$ cat src/logic/cpu_regs_regs.vh
// register offsets, field positions, reset values and encodings
`ifndef CPU_REGS_REGS_VH
`define CPU_REGS_REGS_VH

// avalon byte offsets of the dedicated registers
`define OFF_INSTRUCTION_POINTER 6'h00
`define OFF_WORK_REGISTER       6'h04
`define OFF_HOLDING_REG         6'h08
`define OFF_INDEX_REG           6'h0c
`define OFF_EXTRA_POINTER       6'h10
`define OFF_STACK_POINTER       6'h14
`define OFF_PROGRAM_STATUS      6'h18
`define OFF_GPR_PROBE           6'h1c
`define OFF_CORE_STATUS         6'h20

// register file indexes
`define IDX_IP    3'h0
`define IDX_WORK  3'h1
`define IDX_HOLD  3'h2
`define IDX_INDEX 3'h3
`define IDX_EXTRA 3'h4
`define IDX_STACK 3'h5
`define IDX_PS    3'h6
`define NUM_REGS  7

// condition code byte bit positions
`define CC_HALF  7
`define CC_IEN   6
`define CC_IL1   5
`define CC_IL0   4
`define CC_NEG   3
`define CC_ZERO  2
`define CC_OVF   1
`define CC_CARRY 0

// reset values
`define RST_REG   16'h0000
`define RST_PS    16'h0030

// alu operation codes
`define ALU_ADD 3'h0
`define ALU_SUB 3'h1
`define ALU_AND 3'h2
`define ALU_OR  3'h3
`define ALU_XOR 3'h4
`define ALU_SHL 3'h5
`define ALU_SHR 3'h6

// address space layout
`define IO_LAST   16'h007f
`define PROG_BASE 16'h4000
`define GPR_BASE  16'h0100
`define REGION_IO   2'h0
`define REGION_DATA 2'h1
`define REGION_PROG 2'h2

`endif

$ cat src/logic/alu_flags.v
// arithmetic unit that forms results and condition flags
`timescale 1ns/10ps
`default_nettype none

`include "cpu_regs_regs.vh"

module alu_flags (
  input  wire [15:0] a,        // working register operand
  input  wire [15:0] b,        // holding register operand
  input  wire [2:0]  op,       // operation code
  input  wire        byte_op,  // 8-bit instruction
  input  wire        h_in,     // current half carry
  input  wire        c_in,     // current carry
  output reg  [15:0] result,   // operation result
  output reg         h_out,    // half carry
  output reg         n_out,    // negative
  output reg         z_out,    // zero
  output reg         v_out,    // two's complement overflow
  output reg         c_out     // carry, borrow or shifted-out bit
);

  wire [15:0] am  = byte_op ? {8'h00, a[7:0]} : a; // only low byte in 8-bit
  wire [15:0] bm  = byte_op ? {8'h00, b[7:0]} : b;
  wire [16:0] sum = {1'b0, am} + {1'b0, bm};
  wire [16:0] dif = {1'b0, am} - {1'b0, bm};
  reg         am_msb;
  reg         bm_msb;
  reg         r_msb;

  // result, then flags from the result
  always @* begin
    result = 16'h0000;
    h_out  = h_in;
    c_out  = c_in;
    v_out  = 1'b0;
    am_msb = byte_op ? am[7] : am[15];
    bm_msb = byte_op ? bm[7] : bm[15];
    case (op)
      `ALU_ADD: begin
        result = sum[15:0];
        h_out  = am[4] ^ bm[4] ^ sum[4];
        c_out  = byte_op ? sum[8] : sum[16];
      end
      `ALU_SUB: begin
        result = dif[15:0];
        h_out  = am[4] ^ bm[4] ^ dif[4];
        c_out  = byte_op ? (am[7:0] < bm[7:0]) : dif[16];
      end
      `ALU_AND: result = am & bm;
      `ALU_OR:  result = am | bm;
      `ALU_XOR: result = am ^ bm;
      `ALU_SHL: begin
        result = {am[14:0], 1'b0};
        c_out  = am_msb;
      end
      `ALU_SHR: begin
        result = {1'b0, am[15:1]};
        c_out  = am[0];
      end
      default: result = am;
    endcase
    if (byte_op)
      result = {8'h00, result[7:0]};
    r_msb = byte_op ? result[7] : result[15];
    // overflow only for add and subtract
    if (op == `ALU_ADD)
      v_out = (am_msb == bm_msb) && (r_msb != am_msb);
    else if (op == `ALU_SUB)
      v_out = (am_msb != bm_msb) && (r_msb != am_msb);
    n_out = r_msb;
    z_out = byte_op ? (result[7:0] == 8'h00)
                    : (result == 16'h0000);
  end

endmodule // alu_flags

`default_nettype wire

$ cat src/logic/cpu_regs.v
// dedicated cpu registers, program status and avalon access
`timescale 1ns/10ps
`default_nettype none

`include "cpu_regs_regs.vh"

module cpu_regs (
  input  wire        clk,                 // cpu clock
  input  wire        rst,                 // asynchronous reset
  // avalon-mm slave
  input  wire [5:0]  avs_address,         // byte address
  input  wire [3:0]  avs_byteenable,      // byte lanes
  input  wire        avs_read,            // read request
  input  wire        avs_write,           // write request
  input  wire [31:0] avs_writedata,       // write data
  output reg  [31:0] avs_readdata,        // read data
  output wire        avs_waitrequest,     // stall
  // execution datapath
  input  wire        dp_wr_en,            // load a register
  input  wire [2:0]  dp_wr_sel,           // register index
  input  wire [15:0] dp_wr_data,          // load value
  input  wire        ip_inc,              // step the fetch address
  input  wire        alu_go,              // run one alu operation
  input  wire [2:0]  alu_op,              // operation code
  input  wire        alu_byte,            // 8-bit operation
  input  wire [2:0]  gpr_num,             // general register number
  input  wire        irq_req,             // interrupt request
  input  wire [1:0]  irq_level,           // request level code
  output wire [15:0] instruction_pointer, // fetch address
  output wire [15:0] work_register,       // working register
  output wire [15:0] holding_reg,         // partner operand
  output wire [15:0] index_reg,           // index
  output wire [15:0] extra_pointer,       // memory pointer
  output wire [15:0] stack_pointer,       // stack pointer
  output wire [15:0] program_status,      // status word
  output reg  [15:0] gpr_addr,            // general register address
  output reg  [1:0]  fetch_region,        // area of fetch address
  output wire        irq_accept           // request admitted
);

  // slave states, one-hot
  localparam [1:0] ST_IDLE = 2'b01; // waiting for a request
  localparam [1:0] ST_ACK  = 2'b10; // answering

  reg  [15:0] regs [0:`NUM_REGS-1]; // register storage
  reg  [15:0] next_regs [0:`NUM_REGS-1]; // next values
  reg  [1:0]  state;                // slave state
  reg  [1:0]  next_state;           // next slave state
  reg  [2:0]  probe_num;            // register number for the probe
  wire        bus_req;              // any request pending
  wire        bus_wr;               // write takes effect now
  wire [15:0] alu_result;           // alu result
  wire        alu_h;                // alu half carry
  wire        alu_n;                // alu negative
  wire        alu_z;                // alu zero
  wire        alu_v;                // alu overflow
  wire        alu_c;                // alu carry
  wire [7:0]  condition_code_byte;                  // condition code byte
  wire [7:0]  bank_pointer;         // register bank pointer

  // map a 16-bit address to its area of the 64 Kbyte space
  function [1:0] region_of;
    input [15:0] addr;
    begin
      if (addr <= `IO_LAST)
        region_of = `REGION_IO;
      else if (addr < `PROG_BASE)
        region_of = `REGION_DATA;
      else
        region_of = `REGION_PROG;
    end
  endfunction

  // bank pointer and register number to memory address
  function [15:0] gpr_address;
    input [7:0] bank;
    input [2:0] num;
    begin
      gpr_address = `GPR_BASE
                  + {8'h00, bank[4:0], num};
    end
  endfunction

  // byte offset to register index, or all ones if not a register
  function [2:0] reg_index;
    input [5:0] off;
    begin
      case (off)
        `OFF_INSTRUCTION_POINTER: reg_index = `IDX_IP;
        `OFF_WORK_REGISTER:       reg_index = `IDX_WORK;
        `OFF_HOLDING_REG:         reg_index = `IDX_HOLD;
        `OFF_INDEX_REG:           reg_index = `IDX_INDEX;
        `OFF_EXTRA_POINTER:       reg_index = `IDX_EXTRA;
        `OFF_STACK_POINTER:       reg_index = `IDX_STACK;
        `OFF_PROGRAM_STATUS:      reg_index = `IDX_PS;
        default:                  reg_index = 3'h7;
      endcase
    end
  endfunction

  // merge lane-enabled bus data into a 16-bit value
  function [15:0] lane_merge;
    input [15:0] old;
    input [15:0] wd;
    input [1:0]  be;
    begin
      lane_merge = {be[1] ? wd[15:8] : old[15:8],
                    be[0] ? wd[7:0]  : old[7:0]};
    end
  endfunction

  // named views of the storage
  assign instruction_pointer = regs[`IDX_IP];
  assign work_register       = regs[`IDX_WORK];
  assign holding_reg         = regs[`IDX_HOLD];
  assign index_reg           = regs[`IDX_INDEX];
  assign extra_pointer       = regs[`IDX_EXTRA];
  assign stack_pointer       = regs[`IDX_STACK];
  assign program_status      = regs[`IDX_PS];
  assign bank_pointer        = regs[`IDX_PS][15:8];
  assign condition_code_byte                 = regs[`IDX_PS][7:0];

  // flag and result unit
  alu_flags u_alu (
    .a       (regs[`IDX_WORK]),
    .b       (regs[`IDX_HOLD]),
    .op      (alu_op),
    .byte_op (alu_byte),
    .h_in    (condition_code_byte[`CC_HALF]),
    .c_in    (condition_code_byte[`CC_CARRY]),
    .result  (alu_result),
    .h_out   (alu_h),
    .n_out   (alu_n),
    .z_out   (alu_z),
    .v_out   (alu_v),
    .c_out   (alu_c)
  );

  // interrupt admission: enabled and level above the mask level
  function [1:0] level_num;
    input [1:0] code;
    begin
      case (code)
        2'b00:   level_num = 2'h1;
        2'b01:   level_num = 2'h1;
        2'b10:   level_num = 2'h2;
        default: level_num = 2'h3;
      endcase
    end
  endfunction

  assign irq_accept = irq_req && condition_code_byte[`CC_IEN]
                   && (irq_level != 2'b11)
                   && (level_num(irq_level)
                       < level_num({condition_code_byte[`CC_IL1], condition_code_byte[`CC_IL0]}));

  // bus handshake: one wait cycle, answer in the second cycle
  assign bus_req         = avs_read || avs_write;
  assign avs_waitrequest = bus_req && (state != ST_ACK);
  assign bus_wr          = avs_write && (state == ST_ACK);

  // slave state decode
  always @* begin
    case (state)
      ST_IDLE: next_state = bus_req ? ST_ACK : ST_IDLE;
      ST_ACK:  next_state = ST_IDLE;
      default: next_state = ST_IDLE;
    endcase
  end

  // slave state register
  always @(posedge clk or posedge rst) begin
    if (rst)
      state <= ST_IDLE;
    else
      state <= next_state;
  end

  // one update process per register; bus write has priority
  genvar gi;
  generate
    for (gi = 0; gi < `NUM_REGS; gi = gi + 1) begin : g_reg
      // next value of this register
      always @* begin
        next_regs[gi] = regs[gi];
        if (bus_wr && reg_index(avs_address) == gi) begin
          // software write through the byte lanes
          next_regs[gi] = lane_merge(regs[gi], avs_writedata[15:0],
                                     avs_byteenable[1:0]);
        end else if (dp_wr_en && dp_wr_sel == gi) begin
          // datapath load
          next_regs[gi] = dp_wr_data;
        end else if (gi == `IDX_WORK && alu_go) begin
          // 8-bit results leave the high byte alone
          if (alu_byte)
            next_regs[gi] = {regs[gi][15:8], alu_result[7:0]};
          else
            next_regs[gi] = alu_result;
        end else if (gi == `IDX_IP && ip_inc) begin
          // advance fetch address, wraps within 64 Kbytes
          next_regs[gi] = regs[gi] + 16'h0001;
        end else if (gi == `IDX_PS && alu_go) begin
          // flag update keeps bank pointer, enable and mask
          next_regs[gi] = {regs[gi][15:8],
                           alu_h,
                           regs[gi][`CC_IEN],
                           regs[gi][`CC_IL1],
                           regs[gi][`CC_IL0],
                           alu_n,
                           alu_z,
                           alu_v,
                           alu_c};
        end
      end

      // storage flip-flops
      always @(posedge clk or posedge rst) begin
        if (rst) begin
          if (gi == `IDX_PS)
            regs[gi] <= `RST_PS;
          else
            regs[gi] <= `RST_REG;
        end else begin
          regs[gi] <= next_regs[gi];
        end
      end
    end
  endgenerate

  // probe register number written by software
  always @(posedge clk or posedge rst) begin
    if (rst)
      probe_num <= 3'h0;
    else if (bus_wr && avs_address == `OFF_GPR_PROBE && avs_byteenable[0])
      probe_num <= avs_writedata[2:0];
  end

  // general register address and fetch area follow the next values
  always @(posedge clk or posedge rst) begin
    if (rst) begin
      gpr_addr     <= `GPR_BASE;
      fetch_region <= `REGION_IO;
    end else begin
      gpr_addr     <= gpr_address(next_regs[`IDX_PS][15:8],
                                  gpr_num);
      fetch_region <= region_of(next_regs[`IDX_IP]);
    end
  end

  // read data latched in the wait cycle, unmapped reads give zero
  always @(posedge clk or posedge rst) begin
    if (rst) begin
      avs_readdata <= 32'h00000000;
    end else if (state == ST_IDLE && avs_read) begin
      case (avs_address)
        `OFF_GPR_PROBE:
          avs_readdata <= {13'h0000, probe_num,
                           gpr_address(bank_pointer, probe_num)};
        `OFF_CORE_STATUS:
          avs_readdata <= {28'h0000000, irq_accept, 1'b0,
                           region_of(regs[`IDX_IP])};
        default: begin
          if (reg_index(avs_address) != 3'h7)
            avs_readdata <= {16'h0000, regs[reg_index(avs_address)]};
          else
            avs_readdata <= 32'h00000000;
        end
      endcase
    end
  end

endmodule // cpu_regs

`default_nettype wire

$ cat config.mk
export PLATFORM = sky130hd
export DESIGN_NAME = cpu_regs
export DESIGN_NICKNAME = d
export VERILOG_FILES = /design/src/logic/alu_flags.v /design/src/logic/cpu_regs.v
export VERILOG_INCLUDE_DIRS = /design/src /design/src/logic
export SDC_FILE = /design/constraint.sdc
export NUM_CORES = 1
export LEC_CHECK = 0
export ABC_AREA = 1
export BUFFER_PORTS_ARGS = -buffer_cell sky130_fd_sc_hd__buf_2
export CORE_ASPECT_RATIO = 1.4
export CORE_MARGIN = 2
export CORE_UTILIZATION = 55
export DETAILED_ROUTE_END_ITERATION = 7
export PLACE_DENSITY = 0.9
export SETUP_SLACK_MARGIN = 0.1
export SLEW_MARGIN = 20
export SYNTH_ARGS = -nofsm -noshare
export SYNTH_HDL_FRONTEND = slang
export SYNTH_SLANG_ARGS = --single-unit
$ cat constraint.sdc
create_clock -name clk -period 13.48 [get_ports clk]
set_input_delay 4.044 -clock clk [delete_from_list [all_inputs] [get_ports clk]]
set_output_delay 4.044 -clock clk [all_outputs]
set_load 0.01 [all_outputs]
==> impl_metrics.csv, run 1 <==
group,metric,value,unit
placed_design,dpl.hpwl,35980,um
synth,synthFlopType,"dfrtp_1",
drt,firstDrtPassIters,7,
cells_and_area,largest_register_ffs,19,
timing,tns,0,ns
clock_tree,clock_sinks,141,
flow_run,timing.max_cap.violations,0,
min_path,min-delay-start,"avs_readdata[14]$_DFFE_PP0P_",
worst_setup_path,path_cells,"buf_2, ha_1, nand2_1, nand4_1, inv_1, buf_2",
drt,wire_per_inst,21.36,um
worst_setup_path,ff2ff_path_depth,17,
power,leakage,7.045,nW
timing,clock_skew,0.007147,ns
worst_setup_path,worstPathRequired,9.44,ns
timing,finalCritPeriodShare,0.6555,
placed_design,io_buffers,202,
worst_setup_path,r2r_end,"program_status[1]$_DFFE_PP0P_",
worst_setup_path,reg2reg_slack,10.31,ns
worst_setup_path,path_max_fanout,3,
drt,finalWirelength,47050,um
cells_and_area,drive_above_1_share,0.1668,
global_route,grt_pass1_wl,71160,um
drt,remaining_drc_errors,0,
timing,slew_headroom,0.3882,
worst_setup_path,slowest_stage,"ha_1",
drt,drt_iter0_markers,1814,
global_route,overflow,0,
synth,synth_largest_area_cell,"dfrtp_1",
status,status,"finished clean",
cells_and_area,final_area,0.01351,mm^2
die,die_area,0.02305,mm^2
global_route,first_global_vias,12740,
synth,synthXorXnorAreaFrac,0.006565,
drt,vias,13712,
clock_tree,cts_made_buffers,17,
timing,rsz0062_at_grt,"no",
synth,synth_top_family_by_area,"simple AND/OR/NAND/NOR gates",
die,die_h,178.8,um
worst_setup_path,critPathCaptureType,"output port",
synth,syn_area,0.01201,mm^2
worst_setup_path,crit_type,"in2out",
clock_tree,clk_pin_slew_worst_paths,0.06,ns
global_route,antenna_found_initial,1,
worst_setup_path,cpPeakStageDelay,0.28,ns
global_route,grt_max_degree,88,
placed_design,place_congestion,1.052,
min_path,min_to,"avs_readdata[14]$_DFFE_PP0P_",
drt,via_per_inst,6.224,
synth,synthTopCellsByArea,"dfrtp_1 (29%), nand2_1 (15%), inv_1 (7.2%)",
worst_setup_path,worst_ep_arrival_time,4.79,ns
placed_design,place_ws,4.640,ns
clock_tree,clkLatencyLatePin,0.43,ns
worst_setup_path,r2r_start,"holding_reg[12]$_DFFE_PP0P_",
synth,synth-async-reset-ratio,1.000,
synth,synthSimpleGateAreaFrac,0.2957,
synth,netlist.area_leader.share,0.2876,
clock_tree,cts_resized,0,
clock_tree,cts_tree,"done",
worst_setup_path,start_kind,"primary input",
synth,synthMuxAreaShare,0,
die,die_w,128.9,um
clock_tree,cts_setup_buffers,0,
global_route,track_usage,0.4032,
synth,synthCells,1774,
clock_tree,ctsLongestPathBuffers,2,
timing,worstMarginPinSlew,0.9143,ns
clock_tree,htreeDepth,4,
worst_setup_path,critPathBufInv,3,
timing,max_freq,0.1132,GHz
timing,finalHoldViolCount,0,
die,num_rows,64,
synth,synth_fa_ha_area_frac,0.06377,
die,start_util,0.5554,
synth,synth_compound_area_frac,0.2119,
cells_and_area,final_nets,2062,
cells_and_area,top_register,"avs_readdata",
synth,ys_types,67,
timing,drv_slew,0,
min_path,whs_path_depth,2,
worst_setup_path,path_delay_family,"buffers and inverters",
timing,setup_viol,0,
timing,fin_ws,4.644,ns
die,coreArea,0.02162,mm^2
worst_setup_path,cp_common_cell,"buf_2",
power,power.density,147.1,mW/mm^2
cells_and_area,fillerInstances,1991,
synth,ys_ff_latch,141,
clock_tree,root_buffer,"clkbuf_16",
min_path,hold_class,"reg2reg",
cells_and_area,syn2layout_area_growth,12.52,%
timing,period_needed,8.836,ns
die,ioPinCount,242,
synth,synth_edf_count,0,
synth,yosysSeqAreaShare,0.2942,
drt,ant_nets,0,
synth,avgSynthCellArea,6.769,um^2
clock_tree,hold_buffers,0,
placed_design,place_area,0.01289,mm^2
synth,ys_warn_count,0,
power,max-vdd-ir-drop,113.0,uV
[area by class of cell]
type,instances,area (um^2),share of cell area
Inverter,255,978.4,0.07241
Antenna cell,2,5.005,0.0003704
Clock inverter,13,160.2,0.01185
Tap cell,264,330.3,0.02445
Multi-Input combinational cell,1304,7019,0.5195
Timing Repair Buffer,205,1033,0.07649
Clock buffer,19,452.9,0.03352
Sequential cell,141,3532,0.2614
[cells by family (layout without fill, tap and decap cells)]
family                   count (synthesis)  after routing
AO/OA/AOI/OAI                          407            407
XOR/XNOR                                 9              9
adder cells (fa/ha/maj)                 60             60
buffers and inverters                  348            492
flip-flops                             141            141
other                                    2             23
AND/OR/NAND/NOR                        807            807
[worst max-delay path by stage]
stage	start	to	slack, ns	cells after the start
floorplan	irq_level[1]	irq_accept	4.82	5
global placement	irq_level[1]	irq_accept	4.64	6
CTS	irq_level[1]	irq_accept	4.64	6
global route	irq_level[1]	irq_accept	4.57	6
finish	irq_level[1]	irq_accept	4.64	6
detailed placement	irq_level[1]	irq_accept	4.64	6
[power breakdown]
group	internal [W]	switching, W	leakage (nW)
clock network	0.000301	0.000196	0.300
logic	0.000281	0.000546	5.05
registers	0.000529	0.000135	1.69
total	0.00111	0.000877	7.05
[placed cells by master (no fill, tap or decap), drive strengths merged, types with 20 or more instances in the layout]
| cell | count |
|---|---|
| a21oi | 81 |
| a31oi | 40 |
| buf | 205 |
| conb | 21 |
| dfrtp | 138 |
| ha | 58 |
| inv | 254 |
| nand2 | 477 |
| nand3 | 118 |
| nor2 | 165 |
| nor3 | 20 |
| o211ai | 35 |
| o21ai | 147 |
| o221ai | 26 |
| o22ai | 40 |
[per-stage QoR]
step                      power [W]  instances  hold WS [ns]    util
final                      0.001988       2203        0.4845  0.6249
after global routing       0.002092       2202        0.4914  0.6248
after CTS                  0.001961       2201        0.4844  0.6247
after detailed placement   0.001465       2169        0.4600  0.5964
after global placement     0.001448       2169        0.4614  0.5964
after floorplan            0.001159       1793        0.4530       -
[metal layers]
layer,vias to the layer above,global-route usage,routed length (um)
met4,0,0.2672,3533
met1,6339,0.4843,16800
met2,967,0.6671,22450
li1,6147,-,-
met5,-,0,0
met3,259,0.06177,4261
[synthesized netlist by cell type (11+ instances only)]
library cell / n
nor3_1: 15
o21ai_0: 116
o22ai_1: 39
buf_2: 23
nor2_2: 11
inv_2: 18
o211ai_1: 35
o221ai_1: 26
nand3_1: 114
ha_1: 58
dfrtp_1: 138
o21ai_1: 21
clkbuf_1: 24
nand4_1: 17
a21oi_1: 78
buf_4: 39
a31oi_1: 39
nor2_1: 146
inv_1: 230
nand2_1: 465
[worst min-delay path: cells and delay by family, from the launching register on]
family,cells,cell delay (ns)
AND/OR/NAND/NOR,2,0.11
flip-flops,1,0.34
Note: power is estimated with default switching activity, not from simulation.
==> run 2, diff against run 1 <==
Settings changed: ABC_AREA 1 to 0, CORE_UTILIZATION 55 to 51, PLACE_DENSITY 0.9 to 0.88.
Clock period 13.48 ns to 7.5 ns, I/O delays scaled along.
==> run 2 against run 1 <==
- the run now ends with DRC left
- worst setup slack got worse by 2.9 ns
- largest power group unchanged
- global-route usage decreased by 4.1 points
- clock skew increased by 0.00072 ns
- routed wire length decreased by 4.7%
==> impl_metrics.csv, run 2 <==
group,metric,value,unit
status,status,"complete, but fails checks",
status,violations,"DRC",
cells_and_area,layout_common_cells,"buf_2 (202), nand2_1 (154), o21ai_0 (152), nor2_1 (140), dfrtp_1 (138)",
drt,vias,12812,
worst_setup_path,worstPathRequired,7.84,ns
drt,firstDrtPassIters,8,
clock_tree,htreeDepth,4,
global_route,overflow,0,
timing,finalHoldViolCount,0,
die,ioPinCount,242,
timing,finalCritPeriodShare,0.7660,
global_route,grt_max_degree,74,
timing,slew_headroom,0.2196,
worst_setup_path,start_kind,"primary input",
worst_setup_path,path_delay_family,"compound AO/OA/AOI/OAI gates",
worst_setup_path,cpPeakStageDelay,0.54,ns
synth,synth-async-reset-ratio,1.000,
clock_tree,root_buffer,"clkbuf_16",
worst_setup_path,path_cells,"buf_2, inv_1, nand2_1, ha_1, inv_2, a21oi_1, o21bai_1, o41a_1, a221o_1, a221o_1, o221a_2, or4b_1, o31ai_2",
die,die_h,182.6,um
worst_setup_path,slowest_stage,"ha_1",
synth,yosysSeqAreaShare,0.3041,
cells_and_area,top_register,"avs_readdata",
drt,wire_per_inst,23.51,um
placed_design,place_congestion,0.9990,
timing,period_needed,5.745,ns
timing,clock_skew,0.007867,ns
die,die_w,131.6,um
synth,yosysMostFrequentCell,"nand2_1",
timing,worstMarginPinSlew,1.171,ns
clock_tree,clk_pin_slew_worst_paths,0.06,ns
clock_tree,cts_tree,"done",
cells_and_area,drive_above_1_share,0.1843,
cells_and_area,final_area,0.01331,mm^2
placed_design,place_area,0.01261,mm^2
power,max-vdd-ir-drop,198.1,uV
drt,finalWirelength,44830,um
timing,tns,0,ns
cells_and_area,syn2layout_area_growth,14.59,%
drt,remaining_drc_errors,9,
timing,drv_slew,0,
drt,drt_iter0_markers,1921,
clock_tree,clock_sinks,141,
placed_design,dpl.hpwl,32350,um
synth,synthFlopType,"dfrtp_1",
die,coreArea,0.02245,mm^2
synth,netlist.area_leader.share,0.2973,
cells_and_area,largest_register_ffs,19,
global_route,track_usage,0.3620,
synth,ys_warn_count,0,
clock_tree,hold_buffers,0,
placed_design,io_buffers,202,
synth,synth_largest_area_cell,"dfrtp_1",
global_route,antenna_found_initial,0,
power,leakage,6.056,nW
cells_and_area,antenna_cells,0,
cells_and_area,final_common_cell,"buf_2",
flow_run,timing.max_cap.violations,0,
power,power.density,272.2,mW/mm^2
clock_tree,clkLatencyLatePin,0.43,ns
synth,syn_area,0.01162,mm^2
timing,max_freq,0.1741,GHz
synth,synth_edf_count,0,
die,die_area,0.02402,mm^2
synth,ys_ff_latch,141,
synth,yosys-top-cells-count,"nand2_1 (154), o21ai_0 (152), nor2_1 (143)",
global_route,grt_pass1_wl,67860,um
die,start_util,0.5175,
timing,setup_viol,0,
clock_tree,ctsLongestPathBuffers,2,
clock_tree,cts_setup_buffers,0,
worst_setup_path,worst_ep_arrival_time,6.09,ns
synth,synthTopCellsByArea,"dfrtp_1 (30%), mux2i_1 (8.5%), o21ai_0 (6.5%)",
worst_setup_path,critPathBufInv,3,
timing,rsz0062_at_grt,"no",
worst_setup_path,crit_type,"in2reg",
global_route,first_global_vias,12217,
synth,avgSynthCellArea,8.000,um^2
worst_setup_path,path_max_fanout,24,
synth,synthCells,1452,
drt,ant_nets,0,
worst_setup_path,cp_common_cell,"a221o_1",
drt,via_per_inst,6.718,
min_path,hold_class,"reg2reg",
synth,ys_types,86,
cells_and_area,final_nets,1731,
clock_tree,cts_resized,0,
die,num_rows,65,
clock_tree,cts_made_buffers,17,
worst_setup_path,critPathCaptureType,"register",
## run 2: cell types whose count changed after synthesis, moves of 32 or more
cell | before | now
nand2_1 | 465 | 154
inv_1 | 230 | 54
mux2i_1 | 0 | 99
nand3_1 | 114 | 24
a21oi_1 | 78 | 124
clkbuf_1 | 24 | 60
o21ai_0 | 116 | 152
a31oi_1 | 39 | 7
## run 2: kinds of logic after synthesis
logic type,count (synthesis),share of synthesized area
flops,141,0.3041
buf+inv,175,0.07260
xor+xnor,26,0.01960
other cells,2,0.0006465
simple gates,462,0.1843
compound gates,474,0.2520
fa+ha+maj,60,0.06592
mux,112,0.1008
## run 2: layout make-up
type	count	area, um^2
sequential	141	3532
timing repair buffer	219	1139
tap	301	376.6
clock buffer	18	439.2
inverter	59	226.5
multi-input combinational	1155	7358
fill	1991	9135
clock inverter	14	240.2
## run 2: where the power goes
| group | switching [W] | internal (W) |
|---|---|---|
| Clock | 0.000346 | 0.000633 |
| Sequential | 0.000274 | 0.000932 |
| Combinational | 0.000886 | 0.000554 |
## run 2: path summary, 6_finish.rpt
kind / endpoint / slack (ns) / from / cells after the start
max: program_status[2]$_DFFE_PP0P_ / 1.75 / alu_byte / 13
min: avs_readdata[6]$_DFFE_PP0P_ / 0.49 / avs_readdata[6]$_DFFE_PP0P_ / 2
max reg2reg: program_status[2]$_DFFE_PP0P_ / 3.20 / work_register[0]$_DFFE_PP0P_ / 11
min reg2reg: avs_readdata[6]$_DFFE_PP0P_ / 0.49 / avs_readdata[6]$_DFFE_PP0P_ / 2
max in group asynchronous: extra_pointer[6]$_DFFE_PP0P_ / 4.17 / rst / 3
min in group asynchronous: instruction_pointer[6]$_DFF_PP0_ / 1.92 / rst / 2
## run 2: per-layer routing
metal	global-route usage	part of all wire	up-vias
li1	-	-	5485
met1	0.4051	0.34	5924
met2	0.6004	0.46	1064
met3	0.07472	0.11	339
met4	0.2874	0.093	0
met5	0	0	-
## run 2: worst register-to-register path, cell delays in order, from the launching register on
cell and delay, ns:
dfrtp_1 0.51, ha_1 0.35, fa_1 0.42, a211oi_1 0.49, o21bai_1 0.18, a21oi_1 0.22
o41ai_1 0.09, o41a_1 0.50, a2111oi_2 0.44, o2111ai_1 0.22, or4b_1 0.56, o31ai_2 0.22
## run 2: per-stage QoR
| step | util | setup WS [ns] | hold slack (ns) | power (W) | instances |
|---|---|---|---|---|---|
| 6_report | 0.5930 | 1.755 | 0.4861 | 0.003624 | 1907 |
| 5_1_grt | 0.5930 | 1.624 | 0.5149 | 0.003790 | 1907 |
| 4_1_cts | 0.5920 | 1.876 | 0.4878 | 0.003569 | 1907 |
| 3_5_place_dp | 0.5617 | 1.460 | 0.4691 | 0.002587 | 1875 |
| 3_3_place_gp | 0.5617 | 1.473 | 0.4657 | 0.002548 | 1875 |
| 2_1_floorplan | - | 1.474 | 0.4595 | 0.002058 | 1471 |
